## config.mk

```make
export PLATFORM = sky130hd
export DESIGN_NAME = pcb_backoff
export DESIGN_NICKNAME = d
export VERILOG_FILES = /design/src/core/pcb_pkg.sv /design/src/core/pcb_backoff.sv
export SDC_FILE = /design/constraint.sdc
export NUM_CORES = 1
export LEC_CHECK = 0
export ABC_AREA = 1
export BUFFER_PORTS_ARGS = -buffer_cell sky130_fd_sc_hd__buf_2
export CORE_MARGIN = 2
export CORE_UTILIZATION = 50
export CTS_BUF_LIST = sky130_fd_sc_hd__clkbuf_8
export DETAILED_ROUTE_END_ITERATION = 12
export PLACE_DENSITY = 0.69
export SETUP_SLACK_MARGIN = 0.15
export SLEW_MARGIN = 20
export SYNTH_ARGS = -nofsm -noshare
export SYNTH_HDL_FRONTEND = slang
export SYNTH_SLANG_ARGS = --single-unit
export TNS_END_PERCENT = 30
```

## constraint.sdc

```tcl
create_clock -name clk_i -period 4.6 [get_ports clk_i]
set_input_delay 0.46 -clock clk_i [delete_from_list [all_inputs] [get_ports clk_i]]
set_output_delay 0.46 -clock clk_i [all_outputs]
set_load 0.1 [all_outputs]
```

## src/core/pcb_pkg.sv

```systemverilog
// Constants, register map and state types for the priority backoff block
package pcb_pkg;

	// ---------------------------------------------------------------
	// Register offsets (byte addresses)
	// ---------------------------------------------------------------
	localparam logic [7:0] OFS_CTRL = 8'h00;
	localparam logic [7:0] OFS_SLOT = 8'h04;
	localparam logic [7:0] OFS_CMD = 8'h08;
	localparam logic [7:0] OFS_STAT = 8'h0C;
	localparam logic [7:0] OFS_BOCNT = 8'h10;

	// ---------------------------------------------------------------
	// Field positions
	// ---------------------------------------------------------------
	localparam int CTRL_PRIO_EN = 0;
	localparam int CTRL_BEACON = 1;
	localparam int CTRL_ALOHA = 2;
	localparam int CTRL_RELAYED_SLOT_LINK_NETWORK = 3;
	localparam int CTRL_GRADE = 4;
	localparam int CTRL_MINBE = 8;
	localparam int CMD_START = 0;
	localparam int CMD_PRIO = 1;
	localparam int CMD_ABORT = 2;

	// ---------------------------------------------------------------
	// Reset values and limits
	// ---------------------------------------------------------------
	localparam logic [3:0] MIN_BE_RST = 4'h2;
	localparam logic [3:0] MAX_BE = 4'h5;
	localparam logic [3:0] MAX_RETRY = 4'h4;
	localparam logic [7:0] PRIO_SLOTS = 8'h02;
	localparam logic [15:0] SLOT_RST = 16'h0040;
	localparam logic [15:0] LFSR_RST = 16'hACE1;

	// ---------------------------------------------------------------
	// Access grades and slot kinds
	// ---------------------------------------------------------------
	localparam logic [1:0] GRADE_0 = 2'h0;
	localparam logic [1:0] GRADE_1 = 2'h1;
	localparam logic [1:0] GRADE_2 = 2'h2;
	localparam logic [1:0] KIND_PRIO = 2'h0;
	localparam logic [1:0] KIND_PRIM = 2'h1;
	localparam logic [1:0] KIND_SUPP = 2'h2;
	localparam logic [1:0] KIND_OTHER = 2'h3;

	typedef enum logic [2:0] {
		ST_IDLE = 3'h0,
		ST_WAIT = 3'h1,
		ST_BACKOFF = 3'h3,
		ST_CCA = 3'h2,
		ST_TX = 3'h6,
		ST_RES = 3'h7
	} pcb_state_t;

	typedef struct packed {
		pcb_state_t st;
		logic prio_en;
		logic beacon;
		logic aloha;
		logic relayed_slot_link_network;
		logic [1:0] grade;
		logic [3:0] min_be;
		logic [15:0] slot_len;
		logic prio_f;
		logic fail_once;
		logic [3:0] be;
		logic [3:0] retry;
		logic [15:0] bo_cnt;
		logic [15:0] idle_tmr;
		logic [15:0] tmr;
		logic [7:0] slot_idx;
		logic [15:0] lfsr;
		logic tx_start;
		logic done;
		logic fail;
		logic busy;
		logic prio_slot;
		logic [31:0] rdata;
	} pcb_reg_t;

endpackage : pcb_pkg

```

## src/core/pcb_backoff.sv

```systemverilog
// Priority channel access and backoff controller: fixed window for priority frames, growing window for normal frames
//
// Implementation choices: the register addresses and the strobed register port.
`timescale 1ns/1ps

module pcb_backoff import pcb_pkg::*; (
	// Clock and reset
	input wire logic clk_i,
	input wire logic rst_i,
	// Register port
	input wire logic [7:0] addr_i,
	input wire logic [31:0] wdata_i,
	input wire logic we_i,
	input wire logic re_i,
	output logic [31:0] rdata_o,
	// Channel and timebase
	input wire logic beacon_i,
	input wire logic cca_busy_i,
	input wire logic slot_start_i,
	input wire logic [1:0] slot_kind_i,
	// Transmitter
	input wire logic tx_done_i,
	input wire logic tx_ok_i,
	output logic tx_start_o,
	// Status
	output logic busy_o,
	output logic done_o,
	output logic fail_o,
	output logic prio_slot_o
);

	// ---------------------------------------------------------------
	// Helpers
	// ---------------------------------------------------------------
	function automatic logic [15:0] bo_mask(input logic [3:0] be);
		bo_mask = (16'h0001 << be) - 16'h0001;
	endfunction : bo_mask

	pcb_reg_t q;
	pcb_reg_t d;

	logic cmd_wr;
	logic slot_end;
	logic idle_slot;
	logic sel_slot;
	logic [15:0] draw;
	logic [31:0] stat;

	assign cmd_wr = we_i && (addr_i == OFS_CMD);
	assign slot_end = (q.tmr >= q.slot_len - 16'h0001);
	assign idle_slot = (q.idle_tmr >= q.slot_len - 16'h0001);
	assign draw = q.lfsr & bo_mask(q.be);
	assign stat = {8'h00, q.slot_idx, 3'h0, q.prio_slot, q.retry, q.be, 1'h0, q.st};

	// Eligible RELAYED_SLOT_LINK_NETWORK slot for the configured grade
	always_comb begin
		sel_slot = 1'b0;
		case (q.grade)
			GRADE_0: begin
				// Retry takes whichever prioritized or bidirectional slot comes first
				sel_slot = (slot_kind_i == KIND_PRIO) ||
					(q.fail_once && slot_kind_i != KIND_OTHER);
			end
			GRADE_1: begin
				sel_slot = (slot_kind_i == KIND_PRIM) ||
					(q.fail_once && slot_kind_i == KIND_SUPP);
			end
			GRADE_2: begin
				sel_slot = (slot_kind_i == KIND_PRIM) || (slot_kind_i == KIND_SUPP);
			end
			default: begin
				sel_slot = 1'b0;
			end
		endcase
	end

	// ---------------------------------------------------------------
	// Next state
	// ---------------------------------------------------------------
	always_comb begin
		d = q;
		d.tx_start = 1'b0;
		d.done = 1'b0;
		d.fail = 1'b0;
		d.rdata = 32'h0000_0000;
		d.lfsr = {q.lfsr[14:0], q.lfsr[15] ^ q.lfsr[13] ^ q.lfsr[12] ^ q.lfsr[10]};

		// Slot timebase, realigned by every beacon / CAP start
		if (beacon_i) begin
			d.tmr = 16'h0000;
			d.slot_idx = 8'h00;
		end else if (slot_end) begin
			d.tmr = 16'h0000;
			if (q.slot_idx != 8'hFF) begin
				d.slot_idx = q.slot_idx + 8'h01;
			end
		end else begin
			d.tmr = q.tmr + 16'h0001;
		end
		d.prio_slot = q.beacon && q.prio_en && (d.slot_idx < PRIO_SLOTS);

		// Register writes
		if (we_i && addr_i == OFS_CTRL) begin
			d.prio_en = wdata_i[CTRL_PRIO_EN];
			d.beacon = wdata_i[CTRL_BEACON];
			d.aloha = wdata_i[CTRL_ALOHA];
			d.relayed_slot_link_network = wdata_i[CTRL_RELAYED_SLOT_LINK_NETWORK];
			d.grade = wdata_i[CTRL_GRADE +: 2];
			d.min_be = wdata_i[CTRL_MINBE +: 4];
		end
		if (we_i && addr_i == OFS_SLOT) begin
			// Zero would wrap to a 65536-cycle slot; clamp to one cycle
			d.slot_len = (wdata_i[15:0] == 16'h0000) ? 16'h0001 : wdata_i[15:0];
		end

		// Register reads, answered in the next cycle
		if (re_i) begin
			case (addr_i)
				OFS_CTRL: begin
					d.rdata = {20'h00000, q.min_be, 2'h0, q.grade, q.relayed_slot_link_network, q.aloha, q.beacon, q.prio_en};
				end
				OFS_SLOT: begin
					d.rdata = {16'h0000, q.slot_len};
				end
				OFS_STAT: begin
					d.rdata = stat;
				end
				OFS_BOCNT: begin
					d.rdata = {16'h0000, q.bo_cnt};
				end
				default: begin
					d.rdata = 32'h0000_0000;
				end
			endcase
		end

		// Access state machine
		case (q.st)
			ST_IDLE: begin
				if (cmd_wr && wdata_i[CMD_START]) begin
					d.prio_f = wdata_i[CMD_PRIO] && q.prio_en;
					d.retry = 4'h0;
					d.fail_once = 1'b0;
					if (wdata_i[CMD_PRIO] && q.prio_en) begin
						d.be = q.min_be - 4'h1;
					end else begin
						d.be = q.min_be;
					end
					d.st = ST_WAIT;
				end
			end
			ST_WAIT: begin
				if (q.relayed_slot_link_network) begin
					if (slot_start_i && sel_slot) begin
						// Supplementary slots are contended, so assess first
						d.st = (slot_kind_i == KIND_SUPP) ? ST_CCA : ST_TX;
					end
				end else if (!q.beacon || q.prio_f || !q.prio_en || q.slot_idx >= PRIO_SLOTS) begin
					// Priority frames go at once, in or out of the priority slots
					d.bo_cnt = draw;
					d.idle_tmr = 16'h0000;
					d.st = ST_BACKOFF;
				end
			end
			ST_BACKOFF: begin
				if (q.bo_cnt == 16'h0000) begin
					d.st = q.aloha ? ST_TX : ST_CCA;
				end else if (cca_busy_i && q.prio_f && !q.aloha) begin
					// Persistent sensing: a busy channel restarts the idle slot
					d.idle_tmr = 16'h0000;
				end else if (idle_slot) begin
					d.idle_tmr = 16'h0000;
					d.bo_cnt = q.bo_cnt - 16'h0001;
				end else begin
					d.idle_tmr = q.idle_tmr + 16'h0001;
				end
			end
			ST_CCA: begin
				if (!cca_busy_i) begin
					d.st = ST_TX;
				end else if (q.retry == MAX_RETRY) begin
					d.fail = 1'b1;
					d.st = ST_IDLE;
				end else begin
					d.retry = q.retry + 4'h1;
					d.fail_once = 1'b1;
					// Priority frames hold the exponent; normal frames grow it
					if (!q.prio_f && q.be < MAX_BE) begin
						d.be = q.be + 4'h1;
					end
					d.st = ST_WAIT;
				end
			end
			ST_TX: begin
				d.tx_start = 1'b1;
				d.st = ST_RES;
			end
			ST_RES: begin
				if (tx_done_i && tx_ok_i) begin
					d.done = 1'b1;
					d.st = ST_IDLE;
				end else if (tx_done_i && q.retry == MAX_RETRY) begin
					d.fail = 1'b1;
					d.st = ST_IDLE;
				end else if (tx_done_i) begin
					d.retry = q.retry + 4'h1;
					d.fail_once = 1'b1;
					if (!q.prio_f && q.be < MAX_BE) begin
						d.be = q.be + 4'h1;
					end
					d.st = ST_WAIT;
				end
			end
			default: begin
				d.st = ST_IDLE;
			end
		endcase

		if (cmd_wr && wdata_i[CMD_ABORT]) begin
			d.st = ST_IDLE;
		end
		d.busy = (d.st != ST_IDLE);
	end

	// ---------------------------------------------------------------
	// State register
	// ---------------------------------------------------------------
	always_ff @(posedge clk_i or posedge rst_i) begin
		if (rst_i) begin
			q <= '0;
			q.st <= ST_IDLE;
			q.min_be <= MIN_BE_RST;
			q.slot_len <= SLOT_RST;
			q.lfsr <= LFSR_RST;
		end else begin
			q <= d;
		end
	end

	assign rdata_o = q.rdata;
	assign tx_start_o = q.tx_start;
	assign busy_o = q.busy;
	assign done_o = q.done;
	assign fail_o = q.fail;
	assign prio_slot_o = q.prio_slot;
endmodule : pcb_backoff

```

### Word-level counts from Yosys, hierarchy flattened

Cells that the tools add are included.

| cells by class | value |
|---|---|
| $lt $le $gt $ge | 5 |
| bitwise gates (word level) | 4 |
| muxes and demuxes | 47 |
| add/sub/neg operators | 9 |
| reductions and logical operators | 39 |
| eq/ne operators | 27 |
| shift-type cells | 1 |

Operator list:

| operator | count |
|---|---|
| 16-bit two-way mux | 6 |
| 32-bit two-way mux | 3 |
| 24-bit case mux with 4 select lines | 1 |
| 32-bit case mux with 2 select lines | 1 |
| 9-bit two-way mux | 6 |
| 24-bit two-way mux | 2 |
| 16-bit by 1-bit subtractor with 16-bit output, second input constant | 3 |
| 3-bit two-way mux | 12 |
| 16-bit by 1-bit adder with 16-bit output, second input constant | 2 |
| 16-bit >= comparator | 2 |
| 16-bit logical NOT | 2 |
| 9-bit case mux with 3 select lines | 1 |
| 2-bit != test, second input constant | 12 |
| 3-bit case mux with 6 select lines | 1 |
| 16-bit AND | 1 |
| 8-bit by 4-bit == test with 1-bit output, second input constant | 2 |
| 1-bit logical AND | 16 |
| 8-bit two-way mux | 2 |
| 1-bit by 4-bit << shifter with 16-bit output, first input constant | 1 |
| 4-bit by 1-bit adder with 4-bit output, second input constant | 2 |
| 8-bit by 1-bit adder with 8-bit output, second input constant | 1 |
| 8-bit by 3-bit == test with 1-bit output, second input constant | 1 |
| 8-bit by 5-bit == test with 1-bit output, second input constant | 1 |
| 8-bit by 2-bit >= comparator with 1-bit output, second input constant | 1 |
| other kinds (26) | 50 |

| storage, ports and cells | value |
|---|---|
| bits of input ports | 51 |
| word-level logic and storage cells | 155 |
| register bits after elaboration | 148 |

### Longest topological paths before layout

Gate-level depths: netlist of run 1.

| logic depth | value |
|---|---|
| depth in word-level cells | 10 |
| gate-level depth with buffers | 23 |

### Worst setup path after synthesis of run 1

Ideal clock, no wire load.

| timing path | value |
|---|---|
| path type | reg-to-reg |
| start point | register q[119] in the netlist's numbering |
| end point | register q[76] in the netlist's numbering |
| buffers on the path | 1 |
| stages on the path, launching flop included | 21 |
| slack | 1,488 ps |
| arrival time | 2,994 ps |
| path through | dfrtp_1 > inv_1 > ha_1 > nand2_2 > nor2_4 > nand2_1 > or3_1 > nor3_1 > xor2_1 > ha_1 > nand4_1 > inv_1 > nand2_1 > nand3b_1 > nor2_1 > a21oi_4 > nand2_2 > inv_2 > nand2_2 > buf_6 > nor2_1 |

RTL lines:

| what | RTL line | text |
|---|---|---|
| start: declaration | pcb_backoff.sv:39 | `pcb_reg_t q;` |

==> insert_results.sql, run 1 <==
INSERT INTO impl_metrics (metric_group, metric, value, unit) VALUES
('die', 'total_i_o_pin_count', '88', ''),
('clock_tree', 'clkSinkCount', '140', ''),
('pwr', 'switching_share', '0.412', ''),
('timing', 'final.min_clock_period', '3.95', 'ns'),
('timing', 'worst_pin_slew', '0.916', 'ns'),
('synthesis', 'count_of_state_elements_after_synthesis', '140', ''),
('critical_path', 'worst-setup-path-type', 'flip-flop to flip-flop', ''),
('critical_path', 'critical_path.max_fanout', '16', ''),
('clock_tree', 'ctsResizeCount', '0', ''),
('finish', 'final_core_util', '0.556', ''),
('global_routing', 'grt_remaining_overflow', '0', ''),
('status', 'result_of_the_run', 'complete, no violations', ''),
('job', 'cap_violations', '0', ''),
('finish', 'layout-area-overhead-vs-synth', '8.95', '%'),
('pwr', 'cellLeakagePower', '0.00480', 'µW'),
('clock_tree', 'clock_slew_at_the_register_clock_pins_of_the_worst_setup_and_hold_paths', '0.09', 'ns'),
('timing', 'setup_viol', '0', ''),
('pwr', 'comb_power_share', '0.355', ''),
('detailed_routing', 'initialDrtViolationCount', '565', ''),
('synthesis', 'synth_enable_flop_cells', '0', ''),
('critical_path', 'cpMaxStageDelayCell', 'sky130_fd_sc_hd__dfrtp_1', ''),
('pwr', 'irDropWorstVdd', '0.252', 'mV'),
('synthesis', 'netlist_instances', '1140', ''),
('synthesis', 'postSynth.asyncResetShare', '1.00', ''),
('critical_path', 'critical-path-top-delay-family', 'simple AND/OR/NAND/NOR gates', ''),
('detailed_routing', 'via_count', '7614', ''),
('clock_tree', 'cts_made_buffers', '17', ''),
('critical_path', 'crit_path_max_incr_delay', '0.40', 'ns'),
('die', 'coreArea', '17200', 'µm²'),
('timing', 'final-hold-violation-count', '0', ''),
('synthesis', 'syn-mean-instance-area', '7.71', 'µm²'),
('place', 'globalplace.congestion', '0.875', ''),
('critical_path', 'timing.critical_path.mode_cell', 'sky130_fd_sc_hd__nand2_2', ''),
('clock_tree', 'cts_max_level', '4', ''),
('die', 'start_util', '0.510', ''),
('critical_path', 'timing.critical_path.from_type', 'flip-flop', ''),
('finish', 'drive_above_1_share', '0.129', ''),
('global_routing', 'via_count_of_the_first_global_routing_pass', '6971', ''),
('global_routing', 'antenna_found_initial', '0', ''),
('finish', 'fin_area', '9580', 'µm²'),
('detailed_routing', 'wl_per_cell', '15.5', 'µm'),
('detailed_routing', 'antenna_violating_nets_post_route', '0', ''),
('synthesis', 'synth_cell_types', '53', ''),
('global_routing', 'grt_max_degree', '108', ''),
('detailed_routing', 'route.final.wire_length', '21.9', 'mm'),
('synthesis', 'seq_area_frac_synth', '0.400', ''),
('clock_tree', 'clk_root_buffer_cell', 'sky130_fd_sc_hd__clkbuf_8', ''),
('timing', 'max_clock_freq', '0.253', 'GHz'),
('clock_tree', 'ctsLongestPathBuffers', '2', ''),
('die', 'die_height', '137', 'µm'),
('pwr', 'cellPowerDensity', '418', 'nW/µm²'),
('pwr', 'overall_power', '4000', 'µW'),
('global_routing', 'grtUsageTotal', '0.243', ''),
('timing', 'rsz_0062_raised_after_global_routing', 'no', ''),
('timing', 'finalClockSkew', '0.0139', 'ns'),
('clock_tree', 'tritoncts', 'yes', ''),
('timing', 'final_worst_path_period_share', '0.860', ''),
('synthesis', 'synth_top_cell_area_share', '0.370', ''),
('timing', 'finalMaxSlewViolations', '0', ''),
('detailed_routing', 'post-route-drc-count', '0', ''),
('critical_path', 'endpoint_kind', 'flip-flop', ''),
('pwr', 'clock_power_share', '0.284', ''),
('hold_path', 'timing.hold.worst.class', 'input port to flip-flop', ''),
('critical_path', 'crit_path_cell_trace', 'inv_1 -> ha_1 -> nand2_2 -> nor2_4 -> nand2_1 -> or3_1 -> nor3_1 -> xor2_1 -> ha_1 -> nand4_1 -> inv_1 -> nand2_1 -> nand3b_1 -> nor2_1 -> a21oi_4 -> nand2_2 -> inv_2 -> nand2_2 -> a21oi_1 -> o21a_1', ''),
('finish', 'ant_diodes', '0', ''),
('timing', 'finalSetupTns', '0', 'ns'),
('timing', 'final_critical_path_setup_slack', '0.645', 'ns'),
('pwr', 'seq_power_share', '0.361', ''),
('clock_tree', 'clock_latency_at_the_later_pin_of_the_worst_skew_pair', '0.45', 'ns'),
('place', 'detailedPlacementHpwl', '16.3', 'mm'),
('timing', 'slew_headroom', '0.388', '');
-- power groups by stage --
| stage | sequential [µW] | clock (µW) | combinational [µW] |
|---|---|---|---|
| 2_1_floorplan | 1470 | 0 | 1090 |
| 3_3_place_gp | 1460 | 0 | 1370 |
| 3_5_place_dp | 1460 | 0 | 1400 |
| 4_1_cts | 1440 | 1150 | 1410 |
| 5_1_grt | 1460 | 1200 | 1610 |
| 6_report | 1450 | 1140 | 1420 |
-- final timing paths --
check,cells after the start,to,slack (ns),start
min in group asynchronous,3,q[81],0.48,rst_i
max in group asynchronous,4,d[51],3.39,rst_i
hold / removal,2,q[53],0.21,beacon_i
setup / recovery,20,q[70],0.65,q[119]
setup reg to reg,20,q[70],0.65,q[119]
hold reg to reg,0,d[45],0.38,d[44]
-- Yosys cell counts (2+ instances only) --
cell type and instances:
sky130_fd_sc_hd__o211ai_1 6, sky130_fd_sc_hd__nor2_2 4, sky130_fd_sc_hd__a31oi_1 4, sky130_fd_sc_hd__clkbuf_1 17, sky130_fd_sc_hd__nor4_2 2, sky130_fd_sc_hd__nand2_1 226
sky130_fd_sc_hd__xor2_1 29, sky130_fd_sc_hd__inv_1 156, sky130_fd_sc_hd__nand2_2 17, sky130_fd_sc_hd__o32ai_1 2, sky130_fd_sc_hd__nor2_1 116, sky130_fd_sc_hd__dfrtp_1 130
sky130_fd_sc_hd__dfstp_2 10, sky130_fd_sc_hd__nand3b_1 5, sky130_fd_sc_hd__xnor2_1 10, sky130_fd_sc_hd__a31o_2 2, sky130_fd_sc_hd__o22ai_1 26, sky130_fd_sc_hd__nor3_1 31
sky130_fd_sc_hd__buf_4 33, sky130_fd_sc_hd__nor3b_1 3, sky130_fd_sc_hd__nand4_1 8, sky130_fd_sc_hd__nand3_2 2, sky130_fd_sc_hd__o21ai_0 83, sky130_fd_sc_hd__a21oi_1 32
sky130_fd_sc_hd__buf_2 4, sky130_fd_sc_hd__a221oi_1 10, sky130_fd_sc_hd__nand2_4 3, sky130_fd_sc_hd__o31ai_1 2, sky130_fd_sc_hd__nand3_1 83, sky130_fd_sc_hd__nor2_4 3
sky130_fd_sc_hd__nor3_2 4, sky130_fd_sc_hd__inv_2 2, sky130_fd_sc_hd__o21a_1 3, sky130_fd_sc_hd__nor4_1 5, sky130_fd_sc_hd__ha_1 48, sky130_fd_sc_hd__o21ai_1 2
-- worst register-to-register path: stages, from the launching register on --
cell                       delay [ns]
sky130_fd_sc_hd__dfrtp_1         0.40
sky130_fd_sc_hd__inv_1           0.21
sky130_fd_sc_hd__ha_1            0.27
sky130_fd_sc_hd__nand2_2         0.10
sky130_fd_sc_hd__nor2_4          0.14
sky130_fd_sc_hd__nand2_1         0.08
sky130_fd_sc_hd__or3_1           0.34
sky130_fd_sc_hd__nor3_1          0.19
sky130_fd_sc_hd__xor2_1          0.32
sky130_fd_sc_hd__ha_1            0.31
sky130_fd_sc_hd__nand4_1         0.07
sky130_fd_sc_hd__inv_1           0.06
sky130_fd_sc_hd__nand2_1         0.05
sky130_fd_sc_hd__nand3b_1        0.09
sky130_fd_sc_hd__nor2_1          0.07
sky130_fd_sc_hd__a21oi_4         0.31
sky130_fd_sc_hd__nand2_2         0.22
sky130_fd_sc_hd__inv_2           0.11
sky130_fd_sc_hd__nand2_2         0.21
sky130_fd_sc_hd__a21oi_1         0.21
sky130_fd_sc_hd__o21a_1          0.13
-- placed cells by master, fill, tap and decap left out, types with 10 or more instances in the layout --
cell and n:
sky130_fd_sc_hd__a21oi_1 32, sky130_fd_sc_hd__a221oi_1 10, sky130_fd_sc_hd__buf_2 63, sky130_fd_sc_hd__clkbuf_8 19
sky130_fd_sc_hd__dfrtp_1 130, sky130_fd_sc_hd__dfstp_2 10, sky130_fd_sc_hd__ha_1 48, sky130_fd_sc_hd__inv_1 155
sky130_fd_sc_hd__nand2_1 226, sky130_fd_sc_hd__nand2_2 17, sky130_fd_sc_hd__nand3_1 83, sky130_fd_sc_hd__nor2_1 116
sky130_fd_sc_hd__nor3_1 31, sky130_fd_sc_hd__o21ai_0 83, sky130_fd_sc_hd__o22ai_1 26, sky130_fd_sc_hd__xnor2_1 10
sky130_fd_sc_hd__xor2_1 29
-- registers in the layout, indices dropped and copies added (netlist names) --
signal,flops
tx_start_o,1
rdata_o,24
done_o,1
q,96
busy_o,1
d,15
fail_o,1
prio_slot_o,1
-- layout make-up --
| cell class | instances | area, µm² |
|---|---|---|
| clock buffer | 19 | 262 |
| sequential | 140 | 3520 |
| timing repair buffer | 69 | 383 |
| inverter | 159 | 602 |
| multi-input combinational | 792 | 4350 |
| clock inverter | 13 | 188 |
| fill | 1635 | 7660 |
| tap | 225 | 282 |
-- metal layers --
metal  global-route usage  share of wire  routed length [µm]
met5                    0              0                   0
met4               0.0550          0.014                 311
met3               0.0444          0.058                1260
met2                0.376           0.46                9990
met1                0.355           0.47               10400
-- timing repair --
item / 4_1_cts / 5_1_grt
setup buffers: 0 / 0
hold buffers: 0 / 1
endpoints found under the hold margin: 0 / 22
-- stage by stage --
stage	hold WS (ns)	instances
after floorplan	0.348	1147
after global placement	0.362	1383
after detailed placement	0.360	1383
after CTS	0.182	1415
after global routing	0.191	1417
final	0.206	1417
-- kinds of logic (layout without fill, tap and decap cells) --
| kind of cell | after synthesis | count (layout) | synth area share |
|---|---|---|---|
| simple gates | 518 | 518 | 0.265 |
| buf+inv | 215 | 260 | 0.109 |
| compound gates | 179 | 179 | 0.119 |
| flops | 140 | 140 | 0.400 |
| fa+ha+maj | 48 | 48 | 0.0683 |
| xor+xnor | 39 | 39 | 0.0389 |
| other cells | 1 | 8 | 0.000427 |
No activity file was read; power rests on OpenSTA's default activity.
==> inputs of run 2 (changes only) <==
--- a/config.mk
+++ b/config.mk
@@ -5,11 +5,10 @@
 export SDC_FILE = /design/constraint.sdc
 export NUM_CORES = 1
 export LEC_CHECK = 0
-export ABC_AREA = 1
+export ABC_AREA = 0
 export BUFFER_PORTS_ARGS = -buffer_cell sky130_fd_sc_hd__buf_2
 export CORE_MARGIN = 2
 export CORE_UTILIZATION = 50
-export CTS_BUF_LIST = sky130_fd_sc_hd__clkbuf_8
 export DETAILED_ROUTE_END_ITERATION = 12
 export PLACE_DENSITY = 0.69
 export SETUP_SLACK_MARGIN = 0.15
==> insert_results.sql, run 2 <==
INSERT INTO impl_metrics (metric_group, metric, value, unit) VALUES
('status', 'result_of_the_run', 'complete, no violations', ''),
('critical_path', 'timing.rr.end', 'q[87]', ''),
('synthesis', 'netlist_instances', '912', ''),
('pwr', 'clock_power_share', '0.317', ''),
('timing', 'finalMaxSlewViolations', '0', ''),
('clock_tree', 'postCtsHoldBufs', '0', ''),
('finish', 'layout.nets', '1039', ''),
('critical_path', 'cpMaxStageDelayCell', 'sky130_fd_sc_hd__dfrtp_1', ''),
('finish', 'layout_commonest_cell', 'sky130_fd_sc_hd__dfrtp_1', ''),
('synthesis', 'yosys.area_share.xor_xnor', '0.0452', ''),
('global_routing', 'grt_max_degree', '112', ''),
('timing', 'worst_pin_slew', '0.933', 'ns'),
('pwr', 'power.internal', '2760', 'µW'),
('synthesis', 'syn-cell-area', '8530', 'µm²'),
('timing', 'slew_headroom', '0.373', ''),
('critical_path', 'crit_start', 'q[119]', ''),
('place', 'detailedPlacementHpwl', '15.8', 'mm'),
('timing', 'final-hold-violation-count', '0', ''),
('synthesis', 'postSynth.asyncResetShare', '1.00', ''),
('die', 'total_i_o_pin_count', '88', ''),
('synthesis', 'post_synth_fa_ha_maj_area_fraction', '0.0716', ''),
('critical_path', 'cp_num_buf_inv', '2', ''),
('synthesis', 'seq_area_frac_synth', '0.412', ''),
('timing', 'final_worst_path_period_share', '0.895', ''),
('critical_path', 'timing.critical_path.arrival', '4.49', 'ns'),
('die', 'start_util', '0.513', ''),
('timing', 'final.min_clock_period', '4.12', 'ns'),
('timing', 'finalSetupTns', '0', 'ns'),
('detailed_routing', 'via_count', '7053', ''),
('clock_tree', 'clkSinkCount', '140', ''),
('timing', 'final_critical_path_setup_slack', '0.485', 'ns'),
('timing', 'setup_viol', '0', ''),
('clock_tree', 'tritoncts', 'yes', ''),
('die', 'design.die.area', '18100', 'µm²'),
('synthesis', 'yosysMostFrequentCell', 'sky130_fd_sc_hd__dfrtp_1', ''),
('finish', 'registers.top_by_ff_count', 'q', ''),
('critical_path', 'crit_path_max_incr_delay', '0.41', 'ns'),
('critical_path', 'timing.critical_path.from_type', 'flip-flop', ''),
('detailed_routing', 'initialDrtViolationCount', '572', ''),
('critical_path', 'critical_path_cell_count', '16', ''),
('finish', 'final-seq-area', '3520', 'µm²'),
('synthesis', 'synth_cell_types', '80', ''),
('place', 'post-place-ws', '0.336', 'ns'),
('synthesis', 'yosysWarningCount', '0', ''),
('pwr', 'cellLeakagePower', '0.00433', 'µW'),
('detailed_routing', 'route.final.wire_length', '22.0', 'mm'),
('synthesis', 'synth_flop_cell', 'sky130_fd_sc_hd__dfrtp_1', ''),
('critical_path', 'critical_path.max_fanout', '10', ''),
('critical_path', 'endpoint_kind', 'flip-flop', ''),
('finish', 'fillerInstances', '1426', ''),
('timing', 'max_clock_freq', '0.243', 'GHz'),
('global_routing', 'grtUsageTotal', '0.251', ''),
('synthesis', 'synth_top_cell_area_share', '0.381', ''),
('timing', 'finalClockSkew', '0.00752', 'ns'),
('synthesis', 'synth_top_family_by_area', 'simple AND/OR/NAND/NOR gates', ''),
('critical_path', 'worst-setup-path-type', 'flip-flop to flip-flop', ''),
('finish', 'layout-area-overhead-vs-synth', '11.1', '%'),
('detailed_routing', 'antenna_violating_nets_post_route', '0', ''),
('global_routing', 'grt_first_pass_wirelength', '35.4', 'mm'),
('place', 'globalplace.congestion', '0.923', ''),
('finish', 'layout.cells.most_common_list', 'sky130_fd_sc_hd__dfrtp_1, sky130_fd_sc_hd__nand2_1, sky130_fd_sc_hd__nor2_1, sky130_fd_sc_hd__buf_2, sky130_fd_sc_hd__o21ai_0', ''),
('die', 'coreArea', '16600', 'µm²'),
('synthesis', 'synth_enable_flop_cells', '0', ''),
('die', 'std_cell_rows', '47', ''),
('clock_tree', 'clk_root_buffer_cell', 'sky130_fd_sc_hd__clkbuf_16', ''),
('critical_path', 'critical-path-top-delay-family', 'compound AO/OA/AOI/OAI gates', ''),
('pwr', 'cellPowerDensity', '476', 'nW/µm²'),
('pwr', 'switching_share', '0.387', ''),
('clock_tree', 'ctsResizeCount', '0', ''),
('critical_path', 'setup.reg_to_reg.worst_slack', '0.48', 'ns'),
('synthesis', 'synth_simple_gate_area_share', '0.187', ''),
('timing', 'rsz_0062_raised_after_global_routing', 'no', ''),
('pwr', 'comb_power_share', '0.339', ''),
('synthesis', 'synth-compound-area-share', '0.178', ''),
('synthesis', 'yosys.area.top_type', 'sky130_fd_sc_hd__dfrtp_1', ''),
('clock_tree', 'clock_slew_at_the_register_clock_pins_of_the_worst_setup_and_hold_paths', '0.06', 'ns'),
('detailed_routing', 'drt_pass1_iterations', '5', ''),
('global_routing', 'via_count_of_the_first_global_routing_pass', '6714', ''),
('hold_path', 'timing.hold.worst.class', 'input port to async pin', ''),
('clock_tree', 'clock_latency_at_the_later_pin_of_the_worst_skew_pair', '0.43', 'ns'),
('critical_path', 'cp.required', '4.97', 'ns'),
('clock_tree', 'cts_max_level', '4', ''),
('synthesis', 'syn-mean-instance-area', '9.36', 'µm²'),
('detailed_routing', 'wl_per_cell', '18.8', 'µm'),
('clock_tree', 'cts_made_buffers', '17', ''),
('pwr', 'seq_power_share', '0.343', ''),
('synthesis', 'yosys-mux-area-fraction', '0.0419', ''),
('die', 'die_height', '135', 'µm'),
('critical_path', 'crit_path_end', 'q[87]', ''),
('synthesis', 'count_of_state_elements_after_synthesis', '140', ''),
('global_routing', 'antenna_found_initial', '0', ''),
('pwr', 'power_switching', '1750', 'µW'),
('clock_tree', 'ctsLongestPathBuffers', '2', ''),
('finish', 'largest_register_ff_count', '96', ''),
('die', 'chipWidth', '135', 'µm'),
('pwr', 'irDropWorstVdd', '0.309', 'mV'),
('clock_tree', 'post_cts_buffers', '0', ''),
('detailed_routing', 'detail_route.vias_per_cell', '6.01', ''),
('critical_path', 'reg2reg_from', 'q[119]', ''),
('finish', 'multi_input_logic_area', '4540', 'µm²'),
('finish', 'drive_above_1_share', '0.175', ''),
('finish', 'ant_diodes', '0', ''),
('synthesis', 'ys_top_cells_by_count', 'sky130_fd_sc_hd__dfrtp_1, sky130_fd_sc_hd__nand2_1, sky130_fd_sc_hd__nor2_1', ''),
('global_routing', 'grt_remaining_overflow', '0', ''),
('detailed_routing', 'post-route-drc-count', '0', ''),
('job', 'cap_violations', '0', ''),
('critical_path', 'crit_path_cell_trace', 'inv_1 -> ha_1 -> nor3b_4 -> nand3_1 -> nor3_1 -> xnor2_1 -> ha_1 -> a21o_1 -> a21o_1 -> a2111oi_1 -> o31a_1 -> o211ai_1 -> a21o_2 -> nor2_4 -> buf_4 -> a22o_1', ''),
('place', 'placement.io_buffers', '63', ''),
('synthesis', 'synth_top_cells_by_area', 'sky130_fd_sc_hd__dfrtp_1, sky130_fd_sc_hd__ha_1, sky130_fd_sc_hd__mux2_2', ''),
('critical_path', 'reg2regPathDepth', '16', '');
## run 2: changes by cell type in the layout (fill, tap and decap cells not counted), sizes merged, moves of 19 or more
cell and delta:
nand2 -164, inv -120, and3 +21, mux2 +30
o21ai -34, o22ai -21, nor2 -49, a21o +19
nand3 -50
## run 2: cell families after synthesis
kind of cell	Yosys count
and+or+nand+nor	318
AOI/OAI and AO/OA	222
DFF	140
buffers and inverters	106
adders and majority gates	49
xor gates and xnor gates	44
muxes	32
other	1
## run 2: per-layer routing
| metal | part of all wire | GRT usage |
|---|---|---|
| met2 | 0.47 | 0.400 |
| met4 | 0.019 | 0.0807 |
| met3 | 0.071 | 0.0503 |
| met5 | 0 | 0 |
| met1 | 0.44 | 0.345 |
## run 2: area by class of cell
| cell class | instances | share of cell area |
|---|---|---|
| Inverter | 36 | 0.0148 |
| Tap cell | 220 | 0.0290 |
| Sequential cell | 140 | 0.371 |
| Clock buffer | 19 | 0.0467 |
| Clock inverter | 13 | 0.0173 |
| Timing Repair Buffer | 72 | 0.0425 |
| Multi-Input combinational cell | 673 | 0.479 |
## run 2: worst register-to-register path, cell delays in order (launching register included)
cell and delay, ns:
sky130_fd_sc_hd__dfrtp_1 0.41, sky130_fd_sc_hd__inv_1 0.20, sky130_fd_sc_hd__ha_1 0.24, sky130_fd_sc_hd__nor3b_4 0.29
sky130_fd_sc_hd__nand3_1 0.20, sky130_fd_sc_hd__nor3_1 0.27, sky130_fd_sc_hd__xnor2_1 0.19, sky130_fd_sc_hd__ha_1 0.29
sky130_fd_sc_hd__a21o_1 0.16, sky130_fd_sc_hd__a21o_1 0.18, sky130_fd_sc_hd__a2111oi_1 0.34, sky130_fd_sc_hd__o31a_1 0.20
sky130_fd_sc_hd__o211ai_1 0.22, sky130_fd_sc_hd__a21o_2 0.35, sky130_fd_sc_hd__nor2_4 0.18, sky130_fd_sc_hd__buf_4 0.20
sky130_fd_sc_hd__a22o_1 0.14
## run 2: worst min-delay path by stage
stage	startpoint	to	cells after the start
final	rst_i	rdata_o[14]	2
after detailed placement	d[43]	d[44]	0
after CTS	wdata_i[10]	q[137]	2
after floorplan	d[40]	d[41]	0
after global routing	rst_i	rdata_o[15]	2
after global placement	d[43]	d[44]	0
## run 2: power groups by stage
| stage | clock network [µW] | logic (µW) | registers [µW] |
|---|---|---|---|
| after floorplan | 0 | 1200 | 1490 |
| after global placement | 0 | 1480 | 1560 |
| after detailed placement | 0 | 1500 | 1560 |
| after CTS | 1450 | 1510 | 1540 |
| after global routing | 1500 | 1710 | 1570 |
| final | 1430 | 1530 | 1550 |
## run 2: metrics by stage
| stage | instance area, µm² | instances | power (µW) | hold WS (ns) | utilization |
|---|---|---|---|---|---|
| floorplan | 8560 | 919 | 2690 | 0.353 | - |
| global placement | 8830 | 1140 | 3030 | 0.356 | 0.530 |
| detailed placement | 8830 | 1140 | 3060 | 0.358 | 0.530 |
| CTS | 9440 | 1172 | 4500 | 0.282 | 0.567 |
| global route | 9480 | 1173 | 4780 | 0.0356 | 0.570 |
| finish | 9480 | 1173 | 4510 | 0.0124 | 0.570 |
==> inputs of run 3 (changes only) <==
--- a/config.mk
+++ b/config.mk
@@ -8,9 +8,8 @@
 export ABC_AREA = 0
 export BUFFER_PORTS_ARGS = -buffer_cell sky130_fd_sc_hd__buf_2
 export CORE_MARGIN = 2
-export CORE_UTILIZATION = 50
+export CORE_UTILIZATION = 25
 export DETAILED_ROUTE_END_ITERATION = 12
-export PLACE_DENSITY = 0.69
 export SETUP_SLACK_MARGIN = 0.15
 export SLEW_MARGIN = 20
 export SYNTH_ARGS = -nofsm -noshare
==> insert_results.sql, run 3 (synthesis results as in run 2) <==
INSERT INTO impl_metrics (metric_group, metric, value, unit) VALUES
('die', 'design.die.area', '35600', 'µm²'),
('global_routing', 'grt_max_degree', '110', ''),
('clock_tree', 'cts_max_level', '4', ''),
('detailed_routing', 'wl_per_cell', '16.7', 'µm'),
('finish', 'layout.nets', '1040', ''),
('detailed_routing', 'post-route-drc-count', '0', ''),
('detailed_routing', 'detail_route.vias_per_cell', '5.01', ''),
('pwr', 'seq_power_share', '0.345', ''),
('finish', 'layout.cells.most_common_list', 'sky130_fd_sc_hd__dfrtp_1, sky130_fd_sc_hd__nand2_1, sky130_fd_sc_hd__nor2_1, sky130_fd_sc_hd__buf_2, sky130_fd_sc_hd__o21ai_0', ''),
('pwr', 'power_switching', '1760', 'µW'),
('timing', 'setup_viol', '0', ''),
('clock_tree', 'cts_made_buffers', '17', ''),
('global_routing', 'antenna_found_initial', '1', ''),
('clock_tree', 'ctsResizeCount', '0', ''),
('critical_path', 'timing.critical_path.arrival', '4.54', 'ns'),
('pwr', 'clock_power_share', '0.311', ''),
('timing', 'final.min_clock_period', '4.19', 'ns'),
('critical_path', 'endpoint_kind', 'flip-flop', ''),
('pwr', 'switching_share', '0.393', ''),
('finish', 'layoutNonFillerInstCount', '1403', ''),
('die', 'coreArea', '33500', 'µm²'),
('clock_tree', 'clk_root_buffer_cell', 'sky130_fd_sc_hd__clkbuf_16', ''),
('global_routing', 'grtUsageTotal', '0.133', ''),
('pwr', 'overall_power', '4480', 'µW'),
('timing', 'final_worst_path_period_share', '0.910', ''),
('detailed_routing', 'antenna_violating_nets_post_route', '0', ''),
('finish', 'layout_commonest_cell', 'sky130_fd_sc_hd__dfrtp_1', ''),
('finish', 'fin_area', '9740', 'µm²'),
('detailed_routing', 'via_count', '7030', ''),
('timing', 'final-hold-violation-count', '0', ''),
('critical_path', 'critical_path.max_fanout', '14', ''),
('die', 'total_i_o_pin_count', '88', ''),
('critical_path', 'worst-setup-path-type', 'flip-flop to flip-flop', ''),
('die', 'chipWidth', '189', 'µm'),
('clock_tree', 'clock_slew_at_the_register_clock_pins_of_the_worst_setup_and_hold_paths', '0.06', 'ns'),
('clock_tree', 'ctsLongestPathBuffers', '2', ''),
('timing', 'slew_headroom', '0.346', ''),
('detailed_routing', 'initialDrtViolationCount', '425', ''),
('clock_tree', 'clock_latency_at_the_later_pin_of_the_worst_skew_pair', '0.43', 'ns'),
('clock_tree', 'tritoncts', 'yes', ''),
('die', 'std_cell_rows', '67', ''),
('finish', 'largest_register_ff_count', '96', ''),
('status', 'result_of_the_run', 'complete, no violations', ''),
('pwr', 'power.internal', '2720', 'µW'),
('place', 'detailed_place.area', '9120', 'µm²'),
('place', 'detailedPlacementHpwl', '17.5', 'mm'),
('detailed_routing', 'drt_pass1_iterations', '5', ''),
('finish', 'registers.top_by_ff_count', 'q', ''),
('place', 'cell_count_after_placement', '1370', ''),
('pwr', 'cellLeakagePower', '0.00431', 'µW'),
('global_routing', 'grt_remaining_overflow', '0', ''),
('timing', 'fin_hold_ws', '0.257', 'ns'),
('critical_path', 'timing.critical_path.from_type', 'flip-flop', ''),
('timing', 'finalMaxSlewViolations', '0', ''),
('finish', 'fillerInstances', '3511', ''),
('clock_tree', 'post_cts_buffers', '0', ''),
('pwr', 'cellPowerDensity', '460', 'nW/µm²'),
('timing', 'worst_pin_slew', '0.973', 'ns'),
('hold_path', 'timing.hold.worst.class', 'input port to async pin', ''),
('detailed_routing', 'route.final.wire_length', '23.4', 'mm'),
('finish', 'drive_above_1_share', '0.177', ''),
('job', 'cap_violations', '0', ''),
('global_routing', 'grt_first_pass_wirelength', '37.3', 'mm'),
('critical_path', 'cp.required', '4.96', 'ns'),
('finish', 'layout-area-overhead-vs-synth', '14.1', '%'),
('global_routing', 'via_count_of_the_first_global_routing_pass', '6661', ''),
('clock_tree', 'postCtsHoldBufs', '0', ''),
('die', 'die_height', '189', 'µm'),
('timing', 'finalSetupTns', '0', 'ns'),
('timing', 'finalClockSkew', '0.00984', 'ns'),
('place', 'globalplace.congestion', '0.864', ''),
('clock_tree', 'clkSinkCount', '140', ''),
('place', 'placement.io_buffers', '63', ''),
('timing', 'max_clock_freq', '0.239', 'GHz'),
('die', 'start_util', '0.254', ''),
('timing', 'rsz_0062_raised_after_global_routing', 'no', ''),
('pwr', 'irDropWorstVdd', '0.237', 'mV'),
('pwr', 'comb_power_share', '0.344', '');
-- run 3: changes by cell type in the layout (fill, tap and decap cells not counted), sizes merged --
cell | before | now
buf | 72 | 73
bufinv | 3 | 2
clkbuf | 19 | 18
clkinvlp | 2 | 3
diode | 0 | 1
inv | 39 | 40
-- run 3: through the flow --
stage / setup WS, ns / util
6_report: 0.412 / 0.290
5_1_grt: 0.166 / 0.290
4_1_cts: 0.357 / 0.290
3_5_place_dp: 0.385 / 0.272
3_3_place_gp: 0.533 / 0.272
2_1_floorplan: 0.404 / -
-- run 3: final timing paths --
check                             from    endpoint  slack (ns)  depth (start not counted)
max in group asynchronous        rst_i       d[49]        3.28                          3
max                             q[119]       q[83]        0.41                         16
min reg2reg                      d[43]       d[44]        0.37                          0
min in group clk_i         wdata_i[13]      q[132]        0.29                          2
max reg2reg                     q[119]       q[83]        0.41                         16
min                              rst_i  rdata_o[3]        0.26                          2
-- run 3: power groups by stage --
stage | logic [µW] | clock network [µW] | registers [µW]
floorplan | 1200 | 0 | 1490
global placement | 1500 | 0 | 1560
detailed placement | 1520 | 0 | 1560
CTS | 1530 | 1420 | 1540
global route | 1710 | 1470 | 1560
finish | 1540 | 1390 | 1550
-- run 3: cell type report --
cell class	instances	area, µm²	share of cell area
clock inverter	14	158	0.0162
tap	448	561	0.0576
multi-input combinational	673	4530	0.465
inverter	36	140	0.0144
timing repair buffer	73	390	0.0401
clock buffer	18	439	0.0451
sequential	140	3520	0.361
antenna	1	2.50	0.000257
-- run 3: critical path: stages, from the launching register on --
cell and delay [ns]:
sky130_fd_sc_hd__dfrtp_1 0.41, sky130_fd_sc_hd__inv_1 0.17, sky130_fd_sc_hd__ha_1 0.25, sky130_fd_sc_hd__nor3b_4 0.32, sky130_fd_sc_hd__nand3_1 0.21, sky130_fd_sc_hd__nor3_1 0.26
sky130_fd_sc_hd__xnor2_1 0.18, sky130_fd_sc_hd__ha_1 0.28, sky130_fd_sc_hd__a21o_1 0.16, sky130_fd_sc_hd__a21o_1 0.19, sky130_fd_sc_hd__a2111oi_0 0.42, sky130_fd_sc_hd__o31a_1 0.20
sky130_fd_sc_hd__o211ai_1 0.25, sky130_fd_sc_hd__a21o_2 0.35, sky130_fd_sc_hd__nor2_2 0.09, sky130_fd_sc_hd__buf_4 0.20, sky130_fd_sc_hd__a22o_1 0.17
-- run 3: metal layers --
layer,up-vias,wire (µm),global-route usage
met4,0,652,0.0499
met5,-,0,0
met2,187,10800,0.211
met3,48,1120,0.0274
met1,3450,10800,0.179
li1,3345,-,-
